File: src/logic/rscd_pkg.sv
// Package of constants for the reset, strap and default configuration block
package rscd_pkg;
   // Clock and reset pulse timing
   localparam int CLK_MHZ = 125;
   localparam int RESET_MIN_NS = 2000;
   localparam int RESET_MIN_CYC = (RESET_MIN_NS * CLK_MHZ + 999) / 1000;
   localparam int RESET_CNT_W = 9;
   // Baud rates selectable by strap
   localparam logic [31:0] BAUD_HIGH = 32'h0000_9600;
   localparam logic [31:0] BAUD_LOW = 32'h0000_2580;
   // Register byte offsets
   localparam logic [7:0] OFS_CTRL = 8'h00;
   localparam logic [7:0] OFS_STATUS = 8'h04;
   localparam logic [7:0] OFS_BAUD_PARAM = 8'h08;
   localparam logic [7:0] OFS_BAUD = 8'h0C;
   localparam logic [7:0] OFS_CMD = 8'h10;
   // Control register fields
   localparam int CTRL_BAUD_PARAM_EN = 0;
   localparam int CTRL_SUPPLY_INVERT = 1;
   localparam int CTRL_VARIANT_VPW = 2;
   localparam int CTRL_BUS_PLUS = 3;
   localparam int CTRL_STANDBY = 4;
   // Command register codes
   localparam logic [3:0] CMD_MEM_ON = 4'h1;
   localparam logic [3:0] CMD_MEM_OFF = 4'h2;
   localparam logic [3:0] CMD_LF_ON = 4'h3;
   localparam logic [3:0] CMD_LF_OFF = 4'h4;
   // Reset values
   localparam logic [4:0] CTRL_RESET = 5'h04;
   localparam logic [31:0] BAUD_PARAM_RESET = 32'h0000_9600;
endpackage

File: src/logic/rscd_top.sv
// Reset pulse filter, strap capture and default configuration with APB registers
`timescale 1ns/1ps

module rscd_top (
   input wire logic pclk, // System clock
   input wire logic presetn, // Async reset, active low
   input wire logic psel, // APB select
   input wire logic penable, // APB enable
   input wire logic pwrite, // APB direction
   input wire logic [7:0] paddr, // APB byte address
   input wire logic [31:0] pwdata, // APB write data
   output logic [31:0] prdata, // APB read data
   output logic pready, // APB ready
   output logic pslverr, // APB error
   input wire logic master_reset_in, // Reset pin, low active
   input wire logic memory_strap_in, // Memory default strap
   input wire logic baud_strap_in, // Baud default strap
   input wire logic linefeed_strap_in, // Linefeed default strap
   input wire logic bus_plus_req, // Bus plus active request
   output logic system_reset_n, // Filtered reset, low active
   output logic memory_enable, // Memory option state
   output logic linefeed_enable, // CR+LF when high
   output logic [31:0] baud_rate, // Active baud rate
   output logic bus_plus_supply_select_out, // High selects 8V
   output logic bus_plus_drive_out, // Bus plus drive
   output logic osc_enable // Oscillator run enable
);
   logic [2:0] mr_sync_reg;
   logic [2:0] mem_sync_reg;
   logic [2:0] baud_sync_reg;
   logic [2:0] lf_sync_reg;
   logic [rscd_pkg::RESET_CNT_W-1:0] low_cnt_reg;
   logic mr_low_reg;
   logic sys_rst_reg;
   logic sample_reg;
   logic mem_reg;
   logic lf_reg;
   logic baud_strap_reg;
   logic [4:0] ctrl_reg;
   logic [31:0] baud_param_reg;
   logic [31:0] prdata_reg;
   logic wr_en;
   logic rd_en;
   logic addr_ok;

   // APB always answers in the access cycle
   assign pready = 1'b1;
   assign wr_en = psel && penable && pwrite;
   assign rd_en = psel && penable && !pwrite;
   assign addr_ok = (paddr == rscd_pkg::OFS_CTRL) || (paddr == rscd_pkg::OFS_STATUS)
      || (paddr == rscd_pkg::OFS_BAUD_PARAM) || (paddr == rscd_pkg::OFS_BAUD)
      || (paddr == rscd_pkg::OFS_CMD);
   assign pslverr = psel && penable && !addr_ok;
   assign prdata = prdata_reg;

   // Pin synchronisers, three flops each
   // Reset pin starts as if held low, so reset lasts until the straps are through
   always_ff @(posedge pclk or negedge presetn)
   begin
      if (!presetn)
      begin
         mr_sync_reg <= 3'h0;
         mem_sync_reg <= 3'h0;
         baud_sync_reg <= 3'h0;
         lf_sync_reg <= 3'h0;
      end
      else
      begin
         mr_sync_reg <= {mr_sync_reg[1:0], master_reset_in};
         mem_sync_reg <= {mem_sync_reg[1:0], memory_strap_in};
         baud_sync_reg <= {baud_sync_reg[1:0], baud_strap_in};
         lf_sync_reg <= {lf_sync_reg[1:0], linefeed_strap_in};
      end
   end

   // Reset pin level, changes only when stages 2 and 3 agree
   always_ff @(posedge pclk or negedge presetn)
   begin
      if (!presetn)
         mr_low_reg <= 1'b1;
      else if (mr_sync_reg[1] == mr_sync_reg[2])
         mr_low_reg <= !mr_sync_reg[2];
   end

   // Low pulse width counter; short glitches never reset
   always_ff @(posedge pclk or negedge presetn)
   begin
      if (!presetn)
         low_cnt_reg <= '0;
      else if (!mr_low_reg)
         low_cnt_reg <= '0;
      else if (low_cnt_reg != rscd_pkg::RESET_CNT_W'(rscd_pkg::RESET_MIN_CYC))
         low_cnt_reg <= low_cnt_reg + 1'b1;
   end

   // System reset held until pin released after a long enough pulse
   always_ff @(posedge pclk or negedge presetn)
   begin
      if (!presetn)
         sys_rst_reg <= 1'b1;
      else if (low_cnt_reg == rscd_pkg::RESET_CNT_W'(rscd_pkg::RESET_MIN_CYC))
         sys_rst_reg <= 1'b1;
      else if (!mr_low_reg)
         sys_rst_reg <= 1'b0;
   end
   assign system_reset_n = !sys_rst_reg;

   // Sample flag: reset delayed one cycle, so it also covers the first cycle after any reset ends
   always_ff @(posedge pclk or negedge presetn)
   begin
      if (!presetn)
         sample_reg <= 1'b0;
      else
         sample_reg <= sys_rst_reg;
   end

   // Memory option: strap at reset, commands afterwards
   always_ff @(posedge pclk or negedge presetn)
   begin
      if (!presetn)
         mem_reg <= 1'b0;
      else if (sys_rst_reg || sample_reg)
         mem_reg <= mem_sync_reg[2];
      else if (wr_en && paddr == rscd_pkg::OFS_CMD)
      begin
         if (pwdata[3:0] == rscd_pkg::CMD_MEM_ON)
            mem_reg <= 1'b1;
         else if (pwdata[3:0] == rscd_pkg::CMD_MEM_OFF)
            mem_reg <= 1'b0;
      end
   end

   // Linefeed mode: strap at reset, commands afterwards
   always_ff @(posedge pclk or negedge presetn)
   begin
      if (!presetn)
         lf_reg <= 1'b0;
      else if (sys_rst_reg || sample_reg)
         lf_reg <= lf_sync_reg[2];
      else if (wr_en && paddr == rscd_pkg::OFS_CMD)
      begin
         if (pwdata[3:0] == rscd_pkg::CMD_LF_ON)
            lf_reg <= 1'b1;
         else if (pwdata[3:0] == rscd_pkg::CMD_LF_OFF)
            lf_reg <= 1'b0;
      end
   end

   // Baud strap latched only around reset
   always_ff @(posedge pclk or negedge presetn)
   begin
      if (!presetn)
         baud_strap_reg <= 1'b0;
      else if (sys_rst_reg || sample_reg)
         baud_strap_reg <= baud_sync_reg[2];
   end

   // Control and baud parameter registers
   always_ff @(posedge pclk or negedge presetn)
   begin
      if (!presetn)
      begin
         ctrl_reg <= rscd_pkg::CTRL_RESET;
         baud_param_reg <= rscd_pkg::BAUD_PARAM_RESET;
      end
      else if (sys_rst_reg)
      begin
         ctrl_reg <= rscd_pkg::CTRL_RESET;
         baud_param_reg <= rscd_pkg::BAUD_PARAM_RESET;
      end
      else if (wr_en && paddr == rscd_pkg::OFS_CTRL)
         ctrl_reg <= pwdata[4:0];
      else if (wr_en && paddr == rscd_pkg::OFS_BAUD_PARAM)
         baud_param_reg <= pwdata;
   end

   // Baud selection; parameter only applies with strap high
   always_comb
   begin
      if (!baud_strap_reg)
         baud_rate = rscd_pkg::BAUD_LOW;
      else if (ctrl_reg[rscd_pkg::CTRL_BAUD_PARAM_EN])
         baud_rate = baud_param_reg;
      else
         baud_rate = rscd_pkg::BAUD_HIGH;
   end

   // Pin outputs; invert bit models the supply parameter
   assign bus_plus_supply_select_out = ctrl_reg[rscd_pkg::CTRL_VARIANT_VPW]
      ^ ctrl_reg[rscd_pkg::CTRL_SUPPLY_INVERT];
   assign bus_plus_drive_out = bus_plus_req && !sys_rst_reg;
   assign osc_enable = !ctrl_reg[rscd_pkg::CTRL_STANDBY];
   assign memory_enable = mem_reg;
   assign linefeed_enable = lf_reg;

   // Read data register
   always_ff @(posedge pclk or negedge presetn)
   begin
      if (!presetn)
         prdata_reg <= 32'h0000_0000;
      else if (psel && !penable && !pwrite)
      begin
         case (paddr)
            rscd_pkg::OFS_CTRL: prdata_reg <= {27'h0, ctrl_reg};
            rscd_pkg::OFS_STATUS: prdata_reg <= {28'h0, baud_strap_reg, lf_reg, mem_reg,
               sys_rst_reg};
            rscd_pkg::OFS_BAUD_PARAM: prdata_reg <= baud_param_reg;
            rscd_pkg::OFS_BAUD: prdata_reg <= baud_rate;
            default: prdata_reg <= 32'h0000_0000;
         endcase
      end
   end
endmodule

File: config.mk
export PLATFORM = sky130hd
export DESIGN_NAME = rscd_top
export DESIGN_NICKNAME = d
export VERILOG_FILES = /design/src/logic/rscd_pkg.sv /design/src/logic/rscd_top.sv
export SDC_FILE = /design/constraint.sdc
export NUM_CORES = 1
export LEC_CHECK = 0
export ABC_CLOCK_PERIOD_IN_PS = 1500
export BUFFER_PORTS_ARGS = -buffer_cell sky130_fd_sc_hd__buf_2
export CAP_MARGIN = 30
export CORE_ASPECT_RATIO = 0.5
export CORE_UTILIZATION = 43
export DETAILED_ROUTE_END_ITERATION = 10
export HOLD_SLACK_MARGIN = 0.06
export PLACE_DENSITY = 0.71
export SYNTH_ARGS = -nofsm -noshare
export SYNTH_HDL_FRONTEND = slang
export SYNTH_SLANG_ARGS = --single-unit
File: constraint.sdc
create_clock -name pclk -period 1.5 [get_ports pclk]
set_input_delay 0.15 -clock pclk [delete_from_list [all_inputs] [get_ports pclk]]
set_output_delay 0.15 -clock pclk [all_outputs]
set_load 0.01 [all_outputs]
# Yosys cells after proc, flatten, opt, wreduce, memory -nomap -nowiden
# Cells that the tools add are included.
[word_totals] ff_bits=96 inputBits=50 out_inout_bits=72
[classes] n_addsub=1 eq_ne=14 n_mux=20 n_bitwise=1 n_reduce_logical=29
[op_table] op="$mux 32" count=5
[op_table] op="$pmux 32 s4" count=1
[op_table] op="$mux 9" count=2
[op_table] op="$eq 8x4->1 const B" count=2
[op_table] op="$mux 1" count=10
[op_table] op="$mux 5" count=2
[op_table] op="$add 9x1->9 const B" count=1
[op_table] op="$eq 9x8->1 const B" count=1
[op_table] op="$logic_and 1x1->1" count=9
[op_table] op="$ne 9x8->1 const B" count=1
[op_table] op="$eq 4x2->1 const B" count=2
[op_table] op="$eq 8x3->1 const B" count=1
[op_table] op="$eq 8x5->1 const B" count=1
[op_table] op="$logic_not 8->1" count=1
[op_table] op="$logic_not 1->1" count=6
[op_table] op="$reduce_and 2->1" count=3
[op_table] op="$reduce_bool 2->1" count=3
[op_table] op="$reduce_bool 3->1" count=2
[op_table] op="$logic_or 1x1->1" count=5
[op_table] op="$eq 4x1->1 const B" count=1
[op_table] op="$eq 4x3->1 const B" count=1
[op_table] op="$ne 2x1->1 const B" count=2
[op_table] op="$ne 2x2->1 const B" count=1
[op_table] op="$eq 1x1->1" count=1
[op_table] op="$xor 1x1->1" count=1

# Longest topological paths before layout
[depth] ltp_word=7 mapped_depth=6 depth_no_buf=6

# Worst setup path before layout
# No wires, ideal clock.
[synth_path] path_kind="register to register" startpoint="register low_cnt_reg[0] in the netlist's numbering" endpoint="register low_cnt_reg[0] in the netlist's numbering" setup_time_ns=0.119 arrival_time_ns=1.266 setup_slack_ns=0.115 stages_incl_launch_ff=7 n_path_buf=0 period_less_slack_ns=1.385 path_cell_list="dfrtp_1 > inv_1 > ha_1 > nor4bb_1 > nand2b_1 > xnor2_1 > and2_1"
[synth_via] elab_chain_len=3 elab_cells_between_ends=5 classes_between="add/sub (1); eq/ne (2); mux (2)"
[synth_rtl] element="start: declaration" line="rscd_top.sv:32" text="logic [rscd_pkg::RESET_CNT_W-1:0] low_cnt_reg;"
[synth_rtl] element="start signal: assignment" line="rscd_top.sv:93" text="low_cnt_reg <= low_cnt_reg + 1'b1;"
[synth_rtl] element="$add 9x1->9" line="rscd_top.sv:93"
[synth_rtl] element="$mux 9" line="rscd_top.sv:92" text="else if (low_cnt_reg != rscd_pkg::RESET_CNT_W'(rscd_pkg::RESET_MIN_CYC))"
[synth_rtl] element="$mux 9" line="rscd_top.sv:90" text="else if (!mr_low_reg)"
# Several ways; a longest one is shown, not always the timed one. The select of a mux whose other input is x is not followed.
# A chain may end at the register's enable or synchronous reset.

# Worst setup path after layout
[layout_path] startpoint="register ctrl_reg[0]" endpoint="output port baud_rate[9]"
[layout_via] elab_chain_len=2
[layout_rtl] element="start: declaration" line="rscd_top.sv:39" text="logic [4:0] ctrl_reg;"
[layout_rtl] element="start signal: assignment" line="rscd_top.sv:163" text="ctrl_reg <= rscd_pkg::CTRL_RESET;"
[layout_rtl] element="start signal: assignment" line="rscd_top.sv:168" text="ctrl_reg <= rscd_pkg::CTRL_RESET;"
[layout_rtl] element="start signal: assignment" line="rscd_top.sv:172" text="ctrl_reg <= pwdata[4:0];"
[layout_rtl] element="$mux 32" line="rscd_top.sv:182" text="else if (ctrl_reg[rscd_pkg::CTRL_BAUD_PARAM_EN])"
[layout_rtl] element="$mux 32" line="rscd_top.sv:180" text="if (!baud_strap_reg)"
[layout_rtl] element="end: declaration" line="rscd_top.sv:23" text="output logic [31:0] baud_rate,"
# No other way between the ends.

==> results by group <==
Synth
  • Top-count cell post-synth: sky130_fd_sc_hd__nand2_1
  • Post-synthesis cell type with the largest combined area: sky130_fd_sc_hd__dfrtp_1
  • Async SR Flop Fraction: 100%
  • Syn_area_per_cell: approximately 10 um^2
  • Post-Synthesis Cell Area: 4250 um^2
  • Ys Warns: 0
  • Top_reg_cell synth: sky130_fd_sc_hd__dfrtp_1
  • Number of storage elements in the synthesis netlist: 96
  • Top post-synthesis cells by area: sky130_fd_sc_hd__dfrtp_1 (52%), sky130_fd_sc_hd__nand2_1 (8.2%), sky130_fd_sc_hd__a22o_1 (4.3%), sky130_fd_sc_hd__dfstp_2 (4.3%), sky130_fd_sc_hd__a21oi_1 (4.1%)
  • Number of synthesized flops with an enable pin: 0
  • Mapped Nets: between 400 and 500
  • Count of mapped cells out of synthesis: roughly 420
  • Fraction of the yosys area taken by sequential cells: a little under three fifths
  • Top cell types by occurrence after synthesis: sky130_fd_sc_hd__nand2_1 (93), sky130_fd_sc_hd__dfrtp_1 (89), sky130_fd_sc_hd__a21oi_1 (35)
  • Post-synth cell types: 48
  • Portion of synthesized cell area occupied by the leading cell type: between 50% and 60%

Timing
  • Highest Clock Rate: approximately 680 MHz
  • Tmin final: 1.47 ns
  • Max Clock Skew: approximately 0.0086 ns
  • Count of final max-slew check failures: 0
  • Final Hold Vio Count: 0
  • Unrepaired setup endpoints after global routing: yes
  • Post-route clock period utilization: a little over nine tenths
  • Final number of setup-violating endpoints: 0

Die
  • Height of the die: 72.3 um
  • Standard-cell rows: 25
  • I/O pin count: 122
  • Die area: 10,300 um^2
  • Die W: between 100 and 150 um
  • Core region area: about 9500 um^2
  • Starting density of the core: roughly 45%

Clock tree
  • Clock tree root driver cell: sky130_fd_sc_hd__clkbuf_16
  • Clk slew on worst S/H paths: ~0.06 ns
  • Inserted Clock Buffers: 9
  • Number of H-tree levels: 3
  • Clock sink total: 96
  • Maximum root-to-sink buffer count: 2
  • Worst-Skew Late Latency: around 0.34 ns
  • TritonCTS clock tree: built

Power
  • Share of power burned in the clock network: between 40% and 50%
  • LEAKAGE: between 0.002 and 0.003 uW
  • VDD IR max: between 0.6 and 0.7 mV
  • Power Dens Cells: 919 nW/um^2
  • Net switching fraction of the power: between 20% and 30%
  • Reported net switching power: 1220 uW
  • Overall power: ~5200 uW
  • Comb pwr share: 7.6%
  • Pint: 4020 uW
  • Power share of the sequential group: between 50% and 60%

Place
  • Count of placed standard cells including taps: ~670
  • Final weighted congestion in routability-driven placement: roughly 0.86
  • Quantity of I/O buffers inserted on ports: 120
  • Sum of net half-perimeters after detailed placement: approximately 7400 um

Finish
  • Cell Count, Final, Fillers Out: between 700 and 800
  • Synthesis-to-layout area growth: 34.2%
  • Core occupancy in the finished layout: 59.9%
  • Number of nets in the final layout: approximately 630
  • Multi-input gate area in the final layout: roughly 1700 um^2
  • Register area: between 2000 and 2500 um^2
  • Number of fillers in the final layout: about 860
  • Ant. Diodes: 0
  • Layout cells sized above 1: roughly a third

Detailed routing
  • Via density: just over 5
  • Total routed wirelength: 10,900 um
  • Number of DRC markers after the initial detailed-route iteration: between 200 and 250
  • Routed wire length per instance: between 15 and 20 um
  • Antenna Violating Nets Remaining: 0
  • Routed via count: 3,691
  • DRC violations left: 0
  • TritonRoute pass-1 iters: 4

Global route
  • Antenna violations before repair: 0
  • Wire length of the first global-routing pass: roughly 18,000 um
  • Pin count of the biggest net entering global routing: 33
  • GRT Util Overall: 22.6%
  • Total overflow reported by the global router: 0
  • Via count of the first global-routing pass: 3,623

Flow run
  • Max-capacitance violation count: 0

Worst setup path
  • Startpoint kind of the worst setup timing path: register
  • CP endpoint kind: output port
  • Cell chain of the critical path: buf_4 -> a21oi_1 -> buf_2
  • CP Class: reg2out
  • Worst R2R Setup Slack: about 0.09 ns
  • Required @ worst endpoint: about 1.4 ns
  • Largest fanout on the critical path: 12
  • Critical path buffers and inverters: 2
  • Slowest stage delay, CP: approximately 0.42 ns
  • Slowest stage cell on the critical path: sky130_fd_sc_hd__dfrtp_1
  • Worst path arrival time: between 1 and 1.5 ns
  • Kind of cell adding the most delay to the critical path: flip-flops

Run status
  • Result of the run: finished clean

Min path
  • Worst min-delay path category: in2reg
worst reg2reg max path: stages (launching register included):
cell,delay [ns]
sky130_fd_sc_hd__dfrtp_1,0.41
sky130_fd_sc_hd__inv_2,0.08
sky130_fd_sc_hd__ha_1,0.15
sky130_fd_sc_hd__nor4bb_4,0.20
sky130_fd_sc_hd__nand2b_1,0.17
sky130_fd_sc_hd__xnor2_1,0.15
sky130_fd_sc_hd__and2_1,0.15
power by group through the flow:
stage | combinational [uW] | clock (uW) | sequential, uW
floorplan | 150 | 0 | 2740
global placement | 325 | 0 | 2750
detailed placement | 329 | 0 | 2760
CTS | 400 | 2160 | 2710
global route | 441 | 2270 | 2730
finish | 398 | 2130 | 2720
metal layers:
layer	vias to the layer above	track usage, %	share of wire [%]
met5	-	0	0
met4	0	5.85	1.2
met3	15	5.41	5.3
met2	98	39.8	51
met1	1809	28.4	42
li1	1769	-	-
placed cells by master, fill, tap and decap left out, types with 9 or more instances in the layout:
cell,Yosys,layout
sky130_fd_sc_hd__nor2_1,16,16
sky130_fd_sc_hd__clkbuf_16,0,9
sky130_fd_sc_hd__dlygate4sd3_1,0,30
sky130_fd_sc_hd__and3_1,27,27
sky130_fd_sc_hd__a21oi_1,35,32
sky130_fd_sc_hd__inv_1,10,9
sky130_fd_sc_hd__buf_4,4,20
sky130_fd_sc_hd__a22o_1,21,21
sky130_fd_sc_hd__mux2i_1,10,10
sky130_fd_sc_hd__o21ai_0,17,17
sky130_fd_sc_hd__dfrtp_1,89,87
sky130_fd_sc_hd__buf_2,5,119
sky130_fd_sc_hd__nand2_1,93,92
path summary, 6_finish.rpt:
| kind | startpoint | endpoint | cells past startpoint |
|---|---|---|---|
| max | ctrl_reg[0] | baud_rate[9] | 3 |
| min | pwdata[20] | baud_param_reg[20] | 3 |
| max reg2reg | low_cnt_reg[0] | low_cnt_reg[0] | 6 |
| min reg2reg | baud_sync_reg[0] | baud_sync_reg[1] | 0 |
| max in group asynchronous | presetn | mr_low_reg | 3 |
| min in group asynchronous | presetn | prdata[11] | 2 |
area by class of cell:
cell class / count / share of cell area [%]
flip-flops and latches: 96 / 42.3
multi-input cells: 286 / 29.3
repair buffers: 174 / 19.9
clock buffers: 11 / 4.26
well taps: 135 / 2.96
inverters: 10 / 0.658
clock inverters: 5 / 0.571
cell families after synthesis:
kind of cell | Yosys count | share of synthesized area [%]
buffers and inverters | 40 | 4.56
AOI/OAI and AO/OA | 89 | 13.6
xor gates and xnor gates | 8 | 1.65
DFF | 96 | 56.7
muxes | 11 | 2.62
other | 1 | 0.0883
and+or+nand+nor | 175 | 20.2
adders and majority gates | 2 | 0.589
metrics by stage:
| stage | area, um^2 | setup WS, ns | setup TNS, ns | hold slack (ns) |
|---|---|---|---|---|
| after floorplan | 4250 | 0.115 | 0 | -0.146 |
| after global placement | 5060 | 0.0650 | 0 | 0.109 |
| after detailed placement | 5060 | -0.0407 | -0.0407 | 0.109 |
| after CTS | 5680 | 0.0145 | 0 | 0.0609 |
| after global routing | 5700 | -0.0316 | -0.0415 | 0.0800 |
| final | 5700 | 0.0260 | 0 | 0.0691 |
what timing repair did:
action                                  CTS  global route
buffers inserted                          4             0
endpoints found under the setup margin   21            22
gates cloned                              0             0
hold buffers                             30             0
resized for setup                         4             7
pin swaps                                 0             1
endpoints found under the hold margin    54             0
Power figures use the tool's default switching activity.
